`src/core/lpas_defines.vh`:
```
// Purpose: constants for the lens position adc sequencer
// Assumes: 8-bit register port, 50 MHz clk
// Notes:   offsets are byte indices on the register port
`ifndef LPAS_DEFINES_VH
`define LPAS_DEFINES_VH
// register offsets
`define LPAS_REG_CTRL     4'h0
`define LPAS_REG_LED      4'h1
`define LPAS_REG_SETL_LO  4'h2
`define LPAS_REG_SETL_HI  4'h3
`define LPAS_REG_RES_LO   4'h4
`define LPAS_REG_RES_HI   4'h5
`define LPAS_REG_THR_LO   4'h6
`define LPAS_REG_THR_HI   4'h7
`define LPAS_REG_STATUS   4'h8
`define LPAS_REG_IRQ_STAT 4'h9
`define LPAS_REG_IRQ_MASK 4'hA
`define LPAS_REG_ADC_DIV  4'hB
// ctrl fields
`define LPAS_CTRL_START   0
`define LPAS_CTRL_ZOOM    1
`define LPAS_CTRL_AVG     2
`define LPAS_CTRL_CURR    3
`define LPAS_CTRL_THR_EN  4
// irq / status fields
`define LPAS_IRQ_DONE     0
`define LPAS_IRQ_THR      1
`define LPAS_ST_BUSY      0
`define LPAS_ST_DRV_OFF   1
// reset values
`define LPAS_CTRL_RST     8'h04
`define LPAS_ADC_DIV_RST  8'h03
`define LPAS_THR_RST      12'hFFF
// timing
`define LPAS_CLK_MHZ      50
`define LPAS_SETTLE_MAX_US 10'd1000
`define LPAS_AVG_SAMPLES  4
`endif

```
`src/core/lpas_adc_if.v`:
```
// Purpose: converter clock divider and conversion handshake
// Assumes: converter answers on a pin-level done from its own timing
// Notes:   done passes three flops; a rise counts once stages 2 and 3 agree
`timescale 1ns/1ps
module lpas_adc_if #(
    parameter DIV_W = 8
) (
    // clock and reset
    input  wire             clk,
    input  wire             rst,
    // control from sequencer
    input  wire [DIV_W-1:0] div,
    input  wire             conv_req,
    output reg              smp_valid,
    output reg  [11:0]      smp_data,
    // converter pins
    output reg              adc_clk_en,
    output reg              adc_convert,
    input  wire             adc_done,
    input  wire [11:0]      adc_data
);
    reg [DIV_W-1:0] div_cnt_q;
    reg [2:0]       done_sync_q;
    reg             done_lvl_q;

    // converter clock is the master clock divided by div+1
    always @(posedge clk) begin
        if (rst) begin
            div_cnt_q  <= {DIV_W{1'b0}};
            adc_clk_en <= 1'b0;
        end else if (div_cnt_q >= div) begin
            div_cnt_q  <= {DIV_W{1'b0}};
            adc_clk_en <= 1'b1;
        end else begin
            div_cnt_q  <= div_cnt_q + 1'b1;
            adc_clk_en <= 1'b0;
        end
    end

    // done synchroniser; stage 1 is read only by stage 2
    always @(posedge clk) begin
        if (rst) begin
            done_sync_q <= 3'h0;
            done_lvl_q  <= 1'b0;
        end else begin
            done_sync_q <= {done_sync_q[1:0], adc_done};
            if (done_sync_q[1] == done_sync_q[2])
                done_lvl_q <= done_sync_q[2];
        end
    end

    // convert is held until done rises; data is stable by then
    always @(posedge clk) begin
        if (rst) begin
            adc_convert <= 1'b0;
            smp_valid   <= 1'b0;
            smp_data    <= 12'h000;
        end else begin
            smp_valid <= 1'b0;
            if (conv_req && !adc_convert && !done_lvl_q)
                adc_convert <= 1'b1;
            else if (adc_convert && done_sync_q[1] && done_sync_q[2] && !done_lvl_q) begin
                adc_convert <= 1'b0;
                smp_valid   <= 1'b1;
                smp_data    <= adc_data;
            end
        end
    end
endmodule // lpas_adc_if

```
`src/core/lpas_seq.v`:
```
// Purpose: lens position measurement sequencer with settle, averaging, threshold
// Assumes: 8-bit register port, read data one cycle after read strobe
// Notes:   one measurement at a time; start is ignored while busy
//
// Behaviour
// - wait a programmed settle time of 0 to 1000 us before converting
// - with averaging on, take four back-to-back samples and store their mean
// - the 12-bit result sits split across two byte result registers
// - with averaging off, one conversion result is stored
// - one control bit picks current or voltage conversion
// - converter clock is divided down from the master clock
// - a 4-bit code sets LED drive current, 4 mA to 19 mA
// - only the LED of the lens being measured carries current
// - reaching the programmed threshold disables the output drivers
// - never more than one measurement, never focus and zoom together
// - zoom voltage mode sources Hall current and converts the sense pair
`timescale 1ns/1ps
`include "lpas_defines.vh"
module lpas_seq #(
    parameter DIV_W = 8
) (
    // clock and reset
    input  wire       clk,
    input  wire       rst,
    // register port
    input  wire [3:0] reg_addr,
    input  wire [7:0] reg_wdata,
    input  wire       reg_wr,
    input  wire       reg_rd,
    output reg  [7:0] reg_rdata,
    // converter
    output wire       adc_clk_en,
    output wire       adc_convert,
    output reg        adc_mode_current,
    output reg        adc_sel_diff,
    input  wire       adc_done,
    input  wire [11:0] adc_data,
    // sensor drive
    output reg  [3:0] led_current_source,
    output reg        focus_led,
    output reg        zoom_led,
    output reg        zoom_hall_source_pin,
    // driver disable and interrupt
    output reg        drv_disable,
    output wire       irq
);
    // sequencer states
    localparam ST_IDLE   = 2'h0;
    localparam ST_SETTLE = 2'h1;
    localparam ST_CONV   = 2'h2;
    localparam ST_STORE  = 2'h3;
    localparam US_CYC    = `LPAS_CLK_MHZ;
    localparam US_W      = 6;

    reg  [7:0]       ctrl_q;
    reg  [3:0]       led_q;
    reg  [9:0]       settle_q;
    reg  [11:0]      res_q;
    reg  [11:0]      thr_q;
    reg  [1:0]       irq_stat_q;
    reg  [1:0]       irq_mask_q;
    reg  [DIV_W-1:0] div_q;
    reg  [1:0]       st_q;
    reg  [US_W-1:0]  us_cnt_q;
    reg  [9:0]       settle_cnt_q;
    reg  [1:0]       smp_cnt_q;
    reg  [13:0]      sum_q;
    reg              zoom_q;
    reg              avg_q;
    reg              conv_req_q;
    wire             smp_valid;
    wire [11:0]      smp_data;
    wire             start_wr;
    wire             done_ev;
    wire             thr_ev;
    wire [9:0]       settle_lim;
    wire [13:0]      sum_d;

    assign start_wr   = reg_wr && (reg_addr == `LPAS_REG_CTRL) && reg_wdata[`LPAS_CTRL_START];
    // clamp programmed settle to the documented ceiling
    assign settle_lim = (settle_q > `LPAS_SETTLE_MAX_US) ? `LPAS_SETTLE_MAX_US : settle_q;
    assign sum_d      = sum_q + {2'h0, smp_data};
    assign done_ev    = (st_q == ST_STORE);
    // compare every fresh sample when enabled
    assign thr_ev     = smp_valid && ctrl_q[`LPAS_CTRL_THR_EN] && (smp_data >= thr_q);
    assign irq        = |(irq_stat_q & irq_mask_q);

    lpas_adc_if #(
        .DIV_W (DIV_W)
    ) u_adc_if (
        .clk         (clk),
        .rst         (rst),
        .div         (div_q),
        .conv_req    (conv_req_q),
        .smp_valid   (smp_valid),
        .smp_data    (smp_data),
        .adc_clk_en  (adc_clk_en),
        .adc_convert (adc_convert),
        .adc_done    (adc_done),
        .adc_data    (adc_data)
    );

    // configuration registers written by software
    always @(posedge clk) begin
        if (rst) begin
            ctrl_q     <= `LPAS_CTRL_RST;
            led_q      <= 4'h0;
            settle_q   <= 10'h000;
            thr_q      <= `LPAS_THR_RST;
            irq_mask_q <= 2'h0;
            div_q      <= `LPAS_ADC_DIV_RST;
        end else if (reg_wr) begin
            case (reg_addr)
                `LPAS_REG_CTRL:     ctrl_q <= {reg_wdata[7:1], 1'b0};
                `LPAS_REG_LED:      led_q <= reg_wdata[3:0];
                `LPAS_REG_SETL_LO:  settle_q[7:0] <= reg_wdata;
                `LPAS_REG_SETL_HI:  settle_q[9:8] <= reg_wdata[1:0];
                `LPAS_REG_THR_LO:   thr_q[7:0] <= reg_wdata;
                `LPAS_REG_THR_HI:   thr_q[11:8] <= reg_wdata[3:0];
                `LPAS_REG_IRQ_MASK: irq_mask_q <= reg_wdata[1:0];
                `LPAS_REG_ADC_DIV:  div_q <= reg_wdata[DIV_W-1:0];
                default: ;
            endcase
        end
    end

    // interrupt status: hardware set wins over a write-one clear
    always @(posedge clk) begin
        if (rst) begin
            irq_stat_q <= 2'h0;
        end else begin
            if (reg_wr && reg_addr == `LPAS_REG_IRQ_STAT)
                irq_stat_q <= (irq_stat_q & ~reg_wdata[1:0]) | {thr_ev, done_ev};
            else
                irq_stat_q <= irq_stat_q | {thr_ev, done_ev};
        end
    end

    // driver disable latches on threshold until software clears it via status write
    always @(posedge clk) begin
        if (rst) begin
            drv_disable <= 1'b0;
        end else if (thr_ev) begin
            drv_disable <= 1'b1;
        end else if (reg_wr && reg_addr == `LPAS_REG_STATUS && reg_wdata[`LPAS_ST_DRV_OFF]) begin
            drv_disable <= 1'b0;
        end
    end

    // measurement sequencer; start is refused while busy so only one runs
    always @(posedge clk) begin
        if (rst) begin
            st_q         <= ST_IDLE;
            us_cnt_q     <= {US_W{1'b0}};
            settle_cnt_q <= 10'h000;
            smp_cnt_q    <= 2'h0;
            sum_q        <= 14'h0000;
            zoom_q       <= 1'b0;
            avg_q        <= 1'b0;
            conv_req_q   <= 1'b0;
            res_q        <= 12'h000;
        end else begin
            conv_req_q <= 1'b0;
            case (st_q)
                ST_IDLE: begin
                    if (start_wr) begin
                        zoom_q       <= reg_wdata[`LPAS_CTRL_ZOOM];
                        avg_q        <= reg_wdata[`LPAS_CTRL_AVG];
                        us_cnt_q     <= {US_W{1'b0}};
                        settle_cnt_q <= 10'h000;
                        smp_cnt_q    <= 2'h0;
                        sum_q        <= 14'h0000;
                        st_q         <= ST_SETTLE;
                    end
                end
                ST_SETTLE: begin
                    // count whole microseconds of settle time
                    if (settle_cnt_q >= settle_lim) begin
                        conv_req_q <= 1'b1;
                        st_q       <= ST_CONV;
                    end else if (us_cnt_q == US_CYC - 1) begin
                        us_cnt_q     <= {US_W{1'b0}};
                        settle_cnt_q <= settle_cnt_q + 10'h001;
                    end else begin
                        us_cnt_q <= us_cnt_q + 1'b1;
                    end
                end
                ST_CONV: begin
                    if (smp_valid) begin
                        sum_q <= sum_d;
                        if (!avg_q) begin
                            res_q <= smp_data;
                            st_q  <= ST_STORE;
                        end else if (smp_cnt_q == `LPAS_AVG_SAMPLES - 1) begin
                            res_q <= sum_d[13:2];
                            st_q  <= ST_STORE;
                        end else begin
                            smp_cnt_q  <= smp_cnt_q + 2'h1;
                            conv_req_q <= 1'b1;
                        end
                    end else if (!adc_convert && !conv_req_q) begin
                        conv_req_q <= 1'b1;
                    end
                end
                ST_STORE: st_q <= ST_IDLE;
                default:  st_q <= ST_IDLE;
            endcase
        end
    end

    // sensor drive: one lens at a time, only while a measurement runs
    always @(posedge clk) begin
        if (rst) begin
            focus_led            <= 1'b0;
            zoom_led             <= 1'b0;
            zoom_hall_source_pin <= 1'b0;
            led_current_source   <= 4'h0;
            adc_mode_current     <= 1'b0;
            adc_sel_diff         <= 1'b0;
        end else begin
            adc_mode_current <= ctrl_q[`LPAS_CTRL_CURR];
            adc_sel_diff     <= !ctrl_q[`LPAS_CTRL_CURR];
            if (st_q == ST_SETTLE || st_q == ST_CONV) begin
                focus_led <= ctrl_q[`LPAS_CTRL_CURR] && !zoom_q;
                zoom_led  <= ctrl_q[`LPAS_CTRL_CURR] && zoom_q;
                zoom_hall_source_pin <= !ctrl_q[`LPAS_CTRL_CURR] && zoom_q;
                led_current_source <= ctrl_q[`LPAS_CTRL_CURR] ? led_q : 4'h0;
            end else begin
                focus_led            <= 1'b0;
                zoom_led             <= 1'b0;
                zoom_hall_source_pin <= 1'b0;
                led_current_source   <= 4'h0;
            end
        end
    end

    // read data one cycle after the strobe; unmapped offsets read zero
    always @(posedge clk) begin
        if (rst) begin
            reg_rdata <= 8'h00;
        end else if (reg_rd) begin
            case (reg_addr)
                `LPAS_REG_CTRL:     reg_rdata <= ctrl_q;
                `LPAS_REG_LED:      reg_rdata <= {4'h0, led_q};
                `LPAS_REG_SETL_LO:  reg_rdata <= settle_q[7:0];
                `LPAS_REG_SETL_HI:  reg_rdata <= {6'h00, settle_q[9:8]};
                `LPAS_REG_RES_LO:   reg_rdata <= res_q[7:0];
                `LPAS_REG_RES_HI:   reg_rdata <= {4'h0, res_q[11:8]};
                `LPAS_REG_THR_LO:   reg_rdata <= thr_q[7:0];
                `LPAS_REG_THR_HI:   reg_rdata <= {4'h0, thr_q[11:8]};
                `LPAS_REG_STATUS:   reg_rdata <= {6'h00, drv_disable, (st_q != ST_IDLE)};
                `LPAS_REG_IRQ_STAT: reg_rdata <= {6'h00, irq_stat_q};
                `LPAS_REG_IRQ_MASK: reg_rdata <= {6'h00, irq_mask_q};
                `LPAS_REG_ADC_DIV:  reg_rdata <= div_q;
                default:            reg_rdata <= 8'h00;
            endcase
        end else begin
            reg_rdata <= 8'h00;
        end
    end
endmodule // lpas_seq

```
`config.mk`:
```
export PLATFORM = sky130hd
export DESIGN_NAME = lpas_seq
export DESIGN_NICKNAME = d
export VERILOG_FILES = /design/src/core/lpas_adc_if.v /design/src/core/lpas_seq.v
export VERILOG_INCLUDE_DIRS = /design/src /design/src/core
export SDC_FILE = /design/constraint.sdc
export NUM_CORES = 1
export LEC_CHECK = 0
export BUFFER_PORTS_ARGS = -buffer_cell sky130_fd_sc_hd__buf_4
export CAP_MARGIN = 20
export CORE_UTILIZATION = 55
export CTS_CLUSTER_SIZE = 30
export DETAILED_ROUTE_END_ITERATION = 7
export PLACE_DENSITY = 0.76
export SYNTH_ARGS = -nofsm -noshare
export SYNTH_HDL_FRONTEND = slang
export SYNTH_SLANG_ARGS = --single-unit
export TNS_END_PERCENT = 5
```
`constraint.sdc`:
```
create_clock -name clk -period 2.8 [get_ports clk]
set_clock_uncertainty 0.15 [all_clocks]
set_input_delay 0.42 -clock clk [delete_from_list [all_inputs] [get_ports clk]]
set_output_delay 0.42 -clock clk [all_outputs]
set_load 0.01 [all_outputs]
```
==> parameters.txt, run 1 <==
Parameter                              Value

Routing
  Average routed wire per standard cell    17.6 um
  ANT nets after route    0
  Detailed-route vias per instance    6.00
  DRT iter0 DRCs    618
  Total Wirelength    19.5 mm
  DRC Markers    0
  Vias    6649
  DR pass1 iterations    6

Die
  Total Die Area    13800 um2
  Overall die width    117 um
  Total I/O pin count    50
  Area of the placeable core    12800 um2
  Initial cell density of the core    57.3%
  Die height    117 um
  Std-Cell Rows    41

Logic synthesis
  Number of synthesized register bits    139
  Syn. warnings    0
  Net count after synthesis    940
  Count of flip-flops with a built-in enable after synthesis    0
  Most used flip-flop cell after synthesis    sky130_fd_sc_hd__dfxtp_1
  Fraction of synthesized cell area taken by the top area cell type    38.0%
  Top cells by area in the synthesized netlist    sky130_fd_sc_hd__dfxtp_1 38%, sky130_fd_sc_hd__ha_1 8.7%, sky130_fd_sc_hd__mux2i_1 5.5%
  Library cell with the largest summed area after synthesis    sky130_fd_sc_hd__dfxtp_1
  Post-Syn Instances    859
  Synth top cells by count    139 x sky130_fd_sc_hd__dfxtp_1, 101 x sky130_fd_sc_hd__nor2_1, 81 x sky130_fd_sc_hd__nand2_1
  Async S/R FF share, synth    0%
  Sequential share of the synthesized area    38.0%
  Library cells used by synthesis    64
  Syn_area_per_cell    8.52 um2
  Synthesized area    7310 um2
  Most used standard cell by instance count after synthesis    sky130_fd_sc_hd__dfxtp_1

Final layout
  Fraction of layout instances using a drive strength above 1    16.3%
  Number of filler instances in the final layout    994
  Area of the multi-input gates    4300 um2
  Final antenna diode count    0
  Final layout net count    1006
  Post-layout instance area    8740 um2
  Area taken by flip-flops and latches    2790 um2
  Area growth, synth to finish    19.6%

Run status
  Violations in the final reports    setup timing
  Outcome    finished with violations

CTS
  Clock Tree Buf Depth    2
  Clk Tree Root Cell    sky130_fd_sc_hd__clkbuf_16
  H-Tree Depth    4
  TritonCTS sink count    139
  TritonCTS clock tree    yes
  Clock-pin slew of the registers on the worst-case setup and hold paths    0.06 ns
  Clock buffers created by TritonCTS    17
  Insertion delay to the later sink of the worst-skew pair    0.43 ns

Placement
  Number of buffer cells added on primary ports    49
  Dpl hpwl    14.2 mm
  Total cell area at the placement stage    8030 um2
  Routability congestion estimate from global placement    0.941

Power and ir drop
  Power share of the sequential group    41.7%
  Largest voltage drop on the vdd net    0.000577 V
  Lkg Pwr    3.69 nW
  Proportion of total power due to net switching    24.6%
  Internal Pwr Total    3.73 mW
  Power per Cell Area    566 nW/um2
  Net load switching power    1.22 mW
  Part of the power in the clock network    47.6%
  Logic gate share of total power    10.8%

Setup path
  Worst r2r path cells    11
  Critical Path Start Type    flop
  Category of the most critical setup path    flop to flop
  Critical path required time    3.00 ns
  Startpoint of the most critical register-to-register path    settle_q[5]
  Setup slack of the worst register-to-register path    -0.22 ns
  Endpoint class of the critical path    flop
  Data arrival time at the worst-slack endpoint    3.22 ns
  Reg-to-Reg End    us_cnt_q[1]
  Worst-path fanout max    6

Min path
  Count of cells along the worst hold path    2
  Worst-case hold path end point    u_adc_if.done_sync_q[0]
  Hold Path Origin    adc_done
  Hold WC Path Type    primary input to flop

Timing
  Transition time at the pin with the least slew margin    0.710 ns
  Pins over their slew limit    0
  Setup repair after global routing missed its margin    true
  Setup Viol. Count Final    18
  Hold Violations, Final    0
  Shortest clock period the worst path allows after layout    3.02 ns
  Setup total negative slack    -2.35 ns
  Worst Slack Setup Final    -0.216 ns
  Slew margin rel.    52.5%
  Fmax achieved    332 MHz
  Ratio of final minimum period to clock period    108%

Global routing
  First-pass GRT wire length    31.7 mm
  Number of global-route vias before repair    6375
  Overall routing resource usage    28.8%
  Global-route congestion overflow total    0
  Antenna violations before repair    0
  Maximum number of pins on one net before global-route repair    42

Flow run
  Number of max-capacitance violations reported    0
==> cell usage in the layout, fill, tap and decap left out, types with 16 or more instances in the layout <==
master and n:
sky130_fd_sc_hd__dfxtp_1 135, sky130_fd_sc_hd__nor2_1 100, sky130_fd_sc_hd__buf_4 84, sky130_fd_sc_hd__nand2_1 80, sky130_fd_sc_hd__a21oi_1 59, sky130_fd_sc_hd__ha_1 50
sky130_fd_sc_hd__inv_1 46, sky130_fd_sc_hd__mux2i_1 40, sky130_fd_sc_hd__o21ai_0 30, sky130_fd_sc_hd__nand3_1 27, sky130_fd_sc_hd__nor2b_1 19, sky130_fd_sc_hd__clkbuf_16 17
sky130_fd_sc_hd__o211ai_1 16
==> power groups by stage <==
| stage | logic, mW | registers, mW | clock network [mW] |
|---|---|---|---|
| 5_1_grt | 0.572 | 2.07 | 2.47 |
| 6_report | 0.533 | 2.06 | 2.35 |
| 3_3_place_gp | 0.482 | 2.10 | 0 |
| 2_1_floorplan | 0.329 | 2.10 | 0 |
| 4_1_cts | 0.512 | 2.06 | 2.37 |
| 3_5_place_dp | 0.501 | 2.10 | 0 |
==> routing by layer <==
metal	wire length [um]	vias to the layer above	global-route usage [%]	part of all wire, %
met5	0	-	0	0
met4	566	0	13.0	2.9
met1	8500	3200	36.0	44
met3	1010	42	5.25	5.2
met2	9440	203	47.9	48
li1	-	3204	-	-
==> how the worst max path moves through the flow <==
stage,startpoint,end,cells past startpoint
floorplan,settle_q[9],us_cnt_q[1],11
global placement,settle_q[7],us_cnt_q[1],11
detailed placement,settle_q[7],settle_cnt_q[5],12
CTS,settle_q[5],us_cnt_q[1],11
global route,settle_q[5],us_cnt_q[1],11
finish,settle_q[5],us_cnt_q[1],11
==> kinds of logic (layout without fill, tap and decap cells) <==
family | Yosys count | after routing | share of synthesized area (%)
xor gates and xnor gates | 19 | 19 | 2.28
buffers and inverters | 86 | 163 | 4.57
DFF | 139 | 139 | 38.0
adders and majority gates | 52 | 52 | 9.00
and+or+nand+nor | 305 | 305 | 20.0
muxes | 46 | 46 | 6.40
AOI/OAI and AO/OA | 212 | 212 | 19.7
==> critical path: stages, from the launching register on <==
cell and delay, ns:
sky130_fd_sc_hd__dfxtp_2 0.33, sky130_fd_sc_hd__inv_2 0.04, sky130_fd_sc_hd__or4_4 0.53, sky130_fd_sc_hd__o21bai_4 0.19
sky130_fd_sc_hd__and2_4 0.15, sky130_fd_sc_hd__ha_4 0.20, sky130_fd_sc_hd__nand2b_4 0.13, sky130_fd_sc_hd__a211oi_2 0.22
sky130_fd_sc_hd__o21ai_2 0.11, sky130_fd_sc_hd__a21o_4 0.26, sky130_fd_sc_hd__or4_4 0.52, sky130_fd_sc_hd__a21oi_2 0.12
==> metrics by stage <==
stage	std cells	worst slack, ns	total power [mW]	util, %	hold slack (ns)
after global placement	1075	-0.197	2.58	62.8	0.276
after detailed placement	1075	-0.357	2.61	62.8	0.284
after global routing	1108	-0.296	5.11	68.5	0.0622
after CTS	1107	-0.269	4.94	68.0	0.0599
after floorplan	859	-0.115	2.42	-	0.264
final	1108	-0.216	4.95	68.5	0.0647
==> final cells by class <==
cell class | instances | area share [%]
Clock buffer | 19 | 5.07
Clock inverter | 11 | 1.96
Inverter | 47 | 2.02
Multi-Input combinational cell | 634 | 49.1
Sequential cell | 139 | 31.9
Tap cell | 172 | 2.46
Timing Repair Buffer | 86 | 7.47
==> sequential cells by signal, indices dropped and copies added, names as in the netlist, 2 cells and up <==
name                  flops
ctrl_q                    7
irq_stat_q                2
res_q                    12
div_q                     8
sum_q                    14
u_adc_if.div_cnt_q        8
st_q                      2
u_adc_if.smp_data        12
led_q                     4
settle_q                 10
irq_mask_q                2
smp_cnt_q                 2
reg_rdata                 8
led_current_source        4
us_cnt_q                  6
thr_q                    12
u_adc_if.done_sync_q      3
settle_cnt_q             10
==> repair_timing <==
item,CTS,global route
endpoints found under the setup margin,19,20
hold buffers,0,0
buffers inserted,2,1
pin swaps,9,8
gates resized for setup,8,16
Power figures use the tool's default switching activity.
==> run 2: changes to the inputs <==
--- a/config.mk
+++ b/config.mk
@@ -6,6 +6,7 @@
 export SDC_FILE = /design/constraint.sdc
 export NUM_CORES = 1
 export LEC_CHECK = 0
+export ABC_AREA = 1
 export BUFFER_PORTS_ARGS = -buffer_cell sky130_fd_sc_hd__buf_4
 export CAP_MARGIN = 20
 export CORE_UTILIZATION = 55
==> run 2 against run 1 <==
Core utilization shrank 2.0 points. Sequential power is 2% higher. Cell count up 14%. Largest cell class unchanged. The flow now finishes without violations. Global-route usage is 0.60 points lower. Count of clock-buffer cells in the layout down 2. Critical endpoint is now us_cnt_q[0].
==> parameters.txt, run 2 <==
Parameter                              Value

Die
  Total I/O pin count    50 (unchanged)
  Initial cell density of the core    57.3% (about the same)
  Std-Cell Rows    41 (unchanged)
  Overall die width    117 um (about the same)
  Die height    117 um (about the same)
  Area of the placeable core    12800 um2 (unchanged)
  Total Die Area    13800 um2 (about the same)

Logic synthesis
  Async S/R FF share, synth    0% (unchanged)
  Syn. warnings    0 (unchanged)
  Syn_area_per_cell    7.11 um2 (-17%)
  Most used standard cell by instance count after synthesis    sky130_fd_sc_hd__nand2_1
  Top cells by area in the synthesized netlist    sky130_fd_sc_hd__dfxtp_1 38%, sky130_fd_sc_hd__nand2_1 12%, sky130_fd_sc_hd__ha_1 8.7%
  Library cells used by synthesis    42 (-34%)
  Fraction of synthesized cell area taken by the top area cell type    38.0% (about the same)
  Net count after synthesis    1111 (+18%)
  Sequential share of the synthesized area    38.0% (about the same)
  Synthesized area    7320 um2 (about the same)
  Number of synthesized register bits    139 (unchanged)
  Most used flip-flop cell after synthesis    sky130_fd_sc_hd__dfxtp_1
  Post-Syn Instances    1030 (+20%)
  Count of flip-flops with a built-in enable after synthesis    0 (unchanged)
  Synth top cells by count    229 x sky130_fd_sc_hd__nand2_1, 152 x sky130_fd_sc_hd__inv_1, 139 x sky130_fd_sc_hd__dfxtp_1
  Library cell with the largest summed area after synthesis    sky130_fd_sc_hd__dfxtp_1

Final layout
  Area of the multi-input gates    3830 um2 (-11%)
  Commonest non-fill, non-tap cell in the layout    sky130_fd_sc_hd__nand2_1
  Post-layout instance area    8490 um2 (-3.0%)
  Most frequent cells in the layout    229 x sky130_fd_sc_hd__nand2_1, 152 x sky130_fd_sc_hd__inv_1, 139 x sky130_fd_sc_hd__dfxtp_1, 117 x sky130_fd_sc_hd__a21oi_1, 83 x sky130_fd_sc_hd__nor2_1
  Final antenna diode count    0 (unchanged)
  Number of filler instances in the final layout    1141 (+15%)
  Fraction of layout instances using a drive strength above 1    10.0% (-6.3 points)
  Final layout net count    1164 (+16%)
  Area taken by flip-flops and latches    2780 um2 (-0.18%)
  Area growth, synth to finish    16.0%
  Flip-flop count of the largest register, all copies and words added    14 (unchanged)
  Register with the most flip-flops    sum_q

Min path
  Hold Path Origin    adc_data[3]
  Count of cells along the worst hold path    3 (+1)
  Worst-case hold path end point    u_adc_if.smp_data[3]
  Hold WC Path Type    primary input to flop

Power and ir drop
  Power share of the sequential group    38.6% (-3.1 points)
  Internal Pwr Total    3.75 mW (+0.43%)
  Net load switching power    1.68 mW (+38%)
  Power per Cell Area    640 nW/um2 (+13%)
  Proportion of total power due to net switching    31.0% (+6.4 points)
  Largest voltage drop on the vdd net    0.000452 V (-22%)
  Logic gate share of total power    18.0% (+7.2 points)
  Part of the power in the clock network    43.4% (-4.2 points)
  Lkg Pwr    3.81 nW (+3.2%)

Placement
  Dpl hpwl    13.7 mm (-4.0%)
  Total cell area at the placement stage    7870 um2 (-2.0%)
  Number of buffer cells added on primary ports    49 (unchanged)
  Routability congestion estimate from global placement    0.929 (-1.2%)

Routing
  DR pass1 iterations    7 (+1)
  Met2 Wirelength    8.66 mm (-8.3%)
  Highest metal layer with signal wires    met4
  DRC Markers    0 (unchanged)
  DRT iter0 DRCs    791 (+28%)
  Total Wirelength    18.9 mm (-3.1%)
  Average routed wire per standard cell    14.9 um (-15%)
  Met3 routed wirelength    1.33 mm (+32%)
  Vias    6874 (+3.4%)
  Detailed-routing wirelength on met1    8.33 mm (-2.0%)
  Detailed-route vias per instance    5.42 (-9.7%)
  ANT nets after route    0 (unchanged)

CTS
  Clock buffers created by TritonCTS    17 (unchanged)
  Clk Tree Root Cell    sky130_fd_sc_hd__clkbuf_16
  Hold_buf cts    0 (unchanged)
  TritonCTS clock tree    yes
  Clock-pin slew of the registers on the worst-case setup and hold paths    0.06 ns (about the same)
  TritonCTS sink count    139 (unchanged)
  H-Tree Depth    4 (unchanged)
  Insertion delay to the later sink of the worst-skew pair    0.43 ns (about the same)
  Clock Tree Buf Depth    2 (unchanged)

Timing
  Fmax achieved    404 MHz (+22%)
  Setup Viol. Count Final    0 (-18)
  Pins over their slew limit    0 (unchanged)
  Slew margin rel.    59.7% (+7.2 points)
  Transition time at the pin with the least slew margin    0.604 ns (-0.106 ns)
  Hold Violations, Final    0 (unchanged)
  Worst-case hold slack    0.0245 ns (-0.0403 ns)
  Ratio of final minimum period to clock period    88.3% (-19 points)
  Setup total negative slack    0 ns (+2.35 ns)
  Shortest clock period the worst path allows after layout    2.47 ns (-0.543 ns)
  Setup repair after global routing missed its margin    false

Global routing
  Number of global-route vias before repair    6356 (-0.30%)
  Global-route congestion overflow total    0 (unchanged)
  First-pass GRT wire length    30.9 mm (-2.5%)
  Maximum number of pins on one net before global-route repair    64 (+52%)
  Overall routing resource usage    28.2% (-0.60 points)
  Antenna violations before repair    0 (unchanged)

Setup path
  Worst path buffer plus inverter count    4 (+3)
  Most prevalent standard cell on the critical path    sky130_fd_sc_hd__nand2_1
  Critical Path Start Type    flop
  Startpoint of the most critical register-to-register path    settle_q[5]
  Data arrival time at the worst-slack endpoint    2.64 ns (-0.58 ns)
  Reg-to-Reg End    us_cnt_q[0]
  Slowest-stage cell, CP    sky130_fd_sc_hd__dfxtp_1
  Critical path required time    2.97 ns (-0.03 ns)
  CP peak stage delay    0.31 ns (-0.22 ns)
  Worst r2r path cells    16 (+5)
  Category of the most critical setup path    flop to flop
  Endpoint class of the critical path    flop
  Worst-path fanout max    7 (+1)
  Family with the most delay on the worst path    simple AND/OR/NAND/NOR gates
  Sequence of cells on the critical path    inv_1 -> nor3_1 -> nand2_1 -> inv_1 -> nor2_1 -> ha_1 -> nand2_1 -> nor2_1 -> nand3_1 -> nand3_1 -> nand2_1 -> buf_4 -> nand3_1 -> nand2_1 -> inv_1 -> nor2_1
  Setup slack of the worst register-to-register path    0.33 ns (+0.54 ns)

Run status
  Outcome    finished, final reports clean

Flow run
  Number of max-capacitance violations reported    0 (unchanged)
-- run 2: cell count changes in the layout (fill, tap and decap cells not counted), sizes merged, moves of 17 or more --
cell   before  now
o22ai       2   19
nor2b      19    0
nand2      81  231
a21oi      61  119
inv        47  160
o21ai      34   69
mux2i      40    0
buf        86   59
nand3      27   57
-- run 2: cell families after synthesis --
logic type	Yosys count	synth area share (%)
compound gates	228	16.9
xor+xnor	17	2.03
fa+ha+maj	52	8.99
buf+inv	182	9.69
flops	139	38.0
simple gates	412	24.4
-- run 2: routing by layer --
layer  global-route usage, %  up-vias
li1                        -     3489
met1                    36.1     3114
met2                    45.1      225
met3                    6.13       46
met4                    12.8        0
met5                       0        -
-- run 2: cell type report --
type / instances / area share, %
Tap cell: 172 / 2.54
Clock inverter: 15 / 2.20
Inverter: 157 / 6.94
Multi-Input combinational cell: 709 / 45.1
Clock buffer: 17 / 5.01
Sequential cell: 139 / 32.8
Timing Repair Buffer: 59 / 5.37
-- run 2: worst max-delay path by stage --
stage | slack (ns) | cells past startpoint | end | start
2_1_floorplan | 0.66 | 18 | us_cnt_q[0] | settle_q[1]
3_3_place_gp | 0.35 | 16 | us_cnt_q[0] | settle_q[5]
3_5_place_dp | 0.22 | 16 | us_cnt_q[0] | settle_q[5]
4_1_cts | 0.25 | 16 | us_cnt_q[0] | settle_q[5]
5_1_grt | 0.01 | 16 | us_cnt_q[0] | settle_q[1]
6_report | 0.33 | 16 | us_cnt_q[0] | settle_q[5]
-- run 2: repair_timing --
| action | 4_1_cts | 5_1_grt |
|---|---|---|
| setup buffers | 0 | 0 |
| endpoints found under the setup margin | 0 | 1 |
| resized for setup | 0 | 1 |
| hold endpoints to repair | 0 | 0 |
-- run 2: worst register-to-register path, cell delays in order (launching register included) --
cell                      delay (ns)
sky130_fd_sc_hd__dfxtp_1        0.31
sky130_fd_sc_hd__inv_1          0.07
sky130_fd_sc_hd__nor3_1         0.22
sky130_fd_sc_hd__nand2_1        0.14
sky130_fd_sc_hd__inv_1          0.09
sky130_fd_sc_hd__nor2_1         0.04
sky130_fd_sc_hd__ha_1           0.28
sky130_fd_sc_hd__nand2_1        0.05
sky130_fd_sc_hd__nor2_1         0.10
sky130_fd_sc_hd__nand3_1        0.11
sky130_fd_sc_hd__nand3_1        0.16
sky130_fd_sc_hd__nand2_1        0.21
sky130_fd_sc_hd__buf_4          0.23
sky130_fd_sc_hd__nand3_1        0.07
sky130_fd_sc_hd__nand2_1        0.05
sky130_fd_sc_hd__inv_1          0.05
sky130_fd_sc_hd__nor2_1         0.04
-- run 2: power by group through the flow --
stage / registers [mW] / logic (mW) / clock network [mW]
CTS: 2.10 / 0.968 / 2.37
global route: 2.10 / 1.09 / 2.47
detailed placement: 2.14 / 0.957 / 0
global placement: 2.14 / 0.950 / 0
floorplan: 2.13 / 0.725 / 0
finish: 2.10 / 0.979 / 2.35
-- run 2: metrics by stage --
step	worst slack, ns	utilization [%]	power (mW)	std cells
global placement	0.345	61.6	3.09	1236
detailed placement	0.216	61.6	3.10	1236
finish	0.327	66.4	5.43	1268
floorplan	0.665	-	2.86	1030
global route	0.0123	66.4	5.66	1268
CTS	0.253	66.4	5.44	1268
==> run 3: changes to the inputs <==
--- a/config.mk
+++ b/config.mk
@@ -9,10 +9,10 @@
 export ABC_AREA = 1
 export BUFFER_PORTS_ARGS = -buffer_cell sky130_fd_sc_hd__buf_4
 export CAP_MARGIN = 20
-export CORE_UTILIZATION = 55
+export CORE_UTILIZATION = 60
 export CTS_CLUSTER_SIZE = 30
 export DETAILED_ROUTE_END_ITERATION = 7
-export PLACE_DENSITY = 0.76
+export PLACE_DENSITY = 0.79
 export SYNTH_ARGS = -nofsm -noshare
 export SYNTH_HDL_FRONTEND = slang
 export SYNTH_SLANG_ARGS = --single-unit
==> constraint.sdc (replaced) <==
create_clock -name clk -period 2.75 [get_ports clk]
set_clock_uncertainty 0.15 [all_clocks]
set_input_delay 0.4125 -clock clk [delete_from_list [all_inputs] [get_ports clk]]
set_output_delay 0.4125 -clock clk [all_outputs]
set_load 0.01 [all_outputs]
==> run 3 against run 2 <==
Maximum frequency is 0.67% lower. Setup slack got worse by 0.067 ns. Core utilization increased by 6.3 points. Sequential power about the same. First-iteration DRC count down 29%. Via count rose by 2.3%. Design area about the same. Total power grew 1.3%. Critical endpoint unchanged. Largest cell class unchanged.
==> parameters.txt, run 3 (synthesized netlist as in run 2, its figures left out) <==
Parameter                              Value

Routing
  Total Wirelength    19.3 mm (+2.2%)
  Average routed wire per standard cell    15.5 um (+4.1%)
  DRC Markers    0 (unchanged)
  DR pass1 iterations    6 (-1)
  DRT iter0 DRCs    561 (-29%)
  ANT nets after route    0 (unchanged)
  Detailed-route vias per instance    5.66 (+4.3%)
  Vias    7035 (+2.3%)

Timing
  Worst-case hold slack    0.0172 ns (-0.00726 ns)
  Setup Viol. Count Final    0 (unchanged)
  Worst Slack Setup Final    0.261 ns (-0.0666 ns)
  Slew margin rel.    54.4% (-5.3 points)
  Shortest clock period the worst path allows after layout    2.49 ns (+0.0166 ns)
  Hold Violations, Final    0 (unchanged)
  Pins over their slew limit    0 (unchanged)
  Setup total negative slack    0 ns (unchanged)
  Setup repair after global routing missed its margin    true
  Transition time at the pin with the least slew margin    0.680 ns (+0.0759 ns)
  Fmax achieved    402 MHz (-0.67%)
  Ratio of final minimum period to clock period    90.5% (+2.2 points)

Final layout
  Register with the most flip-flops    sum_q
  Final layout net count    1169 (+0.43%)
  Share of the core filled with cells    72.7% (+6.3 points)
  Post-layout instance area    8480 um2 (about the same)
  Flip-flop count of the largest register, all copies and words added    14 (unchanged)
  Commonest non-fill, non-tap cell in the layout    sky130_fd_sc_hd__nand2_1
  Final cell count without fillers    1244 (-1.9%)
  Most frequent cells in the layout    228 x sky130_fd_sc_hd__nand2_1, 152 x sky130_fd_sc_hd__inv_1, 139 x sky130_fd_sc_hd__dfxtp_1, 117 x sky130_fd_sc_hd__a21oi_1, 82 x sky130_fd_sc_hd__nor2_1
  Final antenna diode count    0 (unchanged)
  Area growth, synth to finish    15.8% (about the same)
  Fraction of layout instances using a drive strength above 1    10.5% (+0.50 points)

Min path
  Worst-case hold path end point    u_adc_if.smp_data[2]
  Hold Path Origin    adc_data[2]
  Hold WC Path Type    primary input to flop
  Count of cells along the worst hold path    3 (unchanged)

Power and ir drop
  Proportion of total power due to net switching    30.5% (-0.44 points)
  Internal Pwr Total    3.82 mW (+2.0%)
  Power share of the sequential group    38.8% (+0.2 points)
  Largest voltage drop on the vdd net    0.000491 V (+8.5%)
  Lkg Pwr    3.84 nW (+0.70%)
  Overall power of the completed layout    5.50 mW (+1.3%)
  Part of the power in the clock network    43.1% (-0.3 points)
  Power per Cell Area    649 nW/um2 (+1.4%)
  Net load switching power    1.68 mW (-0.11%)
  Logic gate share of total power    18.1% (about the same)

Die
  Total I/O pin count    50 (unchanged)
  Overall die width    112 um (-4.2%)
  Die height    112 um (-4.2%)
  Area of the placeable core    11700 um2 (-8.7%)
  Std-Cell Rows    39 (-4.9%)
  Initial cell density of the core    62.8% (+5.5 points)
  Total Die Area    12600 um2 (-8.2%)

Placement
  Post-place setup slack    0.141 ns (-0.0750 ns)
  Routability congestion estimate from global placement    0.950 (+2.2%)
  Number of placed instances with taps included    1212 (-1.9%)
  Number of buffer cells added on primary ports    49 (unchanged)
  Dpl hpwl    13.9 mm (+1.7%)
  Total cell area at the placement stage    7860 um2 (-0.14%)

CTS
  Hold_buf cts    0 (unchanged)
  Clock-pin slew of the registers on the worst-case setup and hold paths    0.06 ns (about the same)
  TritonCTS clock tree    yes
  TritonCTS sink count    139 (unchanged)
  Clk Tree Root Cell    sky130_fd_sc_hd__clkbuf_16
  Clock Tree Buf Depth    2 (unchanged)
  Insertion delay to the later sink of the worst-skew pair    0.43 ns (about the same)
  Clock buffers created by TritonCTS    17 (unchanged)
  H-Tree Depth    4 (unchanged)
  Total setup buffers inserted after CTS    0 (unchanged)

Global routing
  Grt met3 use    7.34% (+1.2 points)
  Maximum number of pins on one net before global-route repair    38 (-41%)
  Met1 global-route usage    40.4% (+4.3 points)
  First-pass GRT wire length    31.7 mm (+2.7%)
  Global-route congestion overflow total    0 (unchanged)
  Met2 usage    53.5% (+8.5 points)
  Overall routing resource usage    32.3% (+4.1 points)
  GRT Max-Usage Layer    met2
  Number of global-route vias before repair    6630 (+4.3%)
  Antenna violations before repair    0 (unchanged)

Setup path
  Most prevalent standard cell on the critical path    sky130_fd_sc_hd__nand2_1
  Critical path required time    2.92 ns (-0.05 ns)
  Startpoint of the most critical register-to-register path    settle_q[1]
  Setup slack of the worst register-to-register path    0.26 ns (-0.07 ns)
  CP peak stage delay    0.32 ns (about the same)
  Worst-path fanout max    6 (-1)
  Sequence of cells on the critical path    o31ai_1 -> nand2_1 -> nand2_1 -> inv_1 -> nor2_1 -> ha_1 -> nand2_1 -> nand2_1 -> nand2_1 -> nand2_1 -> nand2_1 -> nand3_1 -> nand2_2 -> nand3_2 -> o21ai_0 -> nor2_1
  Worst r2r path cells    16 (unchanged)
  Endpoint class of the critical path    flop
  Reg-to-Reg End    us_cnt_q[0]
  Data arrival time at the worst-slack endpoint    2.66 ns (+0.02 ns)
  Category of the most critical setup path    flop to flop
  Slowest-stage cell, CP    sky130_fd_sc_hd__dfxtp_1
  Critical Path Start Type    flop

Run status
  Outcome    finished, final reports clean

Flow run
  Number of max-capacitance violations reported    0 (unchanged)
run 3: cell types whose count changed in the layout (fill, tap and decap cells not counted):
cell and delta:
sky130_fd_sc_hd__buf_4 +6, sky130_fd_sc_hd__inv_6 -5, sky130_fd_sc_hd__clkinv_4 +4, sky130_fd_sc_hd__clkinvlp_4 -2, sky130_fd_sc_hd__buf_12 -1, sky130_fd_sc_hd__clkbuf_1 +1
sky130_fd_sc_hd__clkbuf_8 +1, sky130_fd_sc_hd__clkinv_2 +1, sky130_fd_sc_hd__nand2_1 -1, sky130_fd_sc_hd__nand2_2 +1, sky130_fd_sc_hd__nor2_1 -1, sky130_fd_sc_hd__nor2_2 +1
run 3: routing by layer:
layer | part of all wire, % | up-vias
met1 | 44 | 3258
met5 | 0 | -
met2 | 48 | 233
met3 | 5.8 | 45
met4 | 2.8 | 0
li1 | - | 3499
run 3: power groups by stage:
stage	sequential, mW	clock (mW)	combinational, mW
floorplan	2.17	0	0.738
global placement	2.17	0	0.949
detailed placement	2.18	0	0.955
CTS	2.13	2.39	0.970
global route	2.14	2.48	1.10
finish	2.13	2.37	0.995
run 3: layout make-up:
class / count / area [um2]
clock inverter: 13 / 168
fill: 997 / 3180
tap: 143 / 179
inverter: 157 / 589
clock buffer: 19 / 443
sequential: 139 / 2780
timing repair buffer: 64 / 480
multi-input combinational: 709 / 3840
run 3: worst max path at each step:
stage / startpoint / endpoint / slack [ns] / cells after the start
after floorplan: settle_q[1] / us_cnt_q[0] / 0.61 / 18
after global placement: settle_q[1] / us_cnt_q[0] / 0.23 / 16
after detailed placement: settle_q[1] / us_cnt_q[0] / 0.14 / 16
after CTS: settle_q[1] / us_cnt_q[0] / 0.10 / 16
after global routing: settle_q[5] / us_cnt_q[0] / -0.009 / 16
final: settle_q[1] / us_cnt_q[0] / 0.26 / 16
run 3: what timing repair did:
| action | 4_1_cts | 5_1_grt |
|---|---|---|
| hold endpoints to repair | 0 | 0 |
| resized for setup | 0 | 3 |
| setup endpoints to repair | 0 | 9 |
run 3: critical path, delay by kind of cell (launching register included):
kind	cells	cell delay (ns)
AO/OA/AOI/OAI	2	0.46
adder cells (fa/ha/maj)	1	0.25
buffers and inverters	1	0.07
flip-flops	1	0.32
AND/OR/NAND/NOR	12	1.14
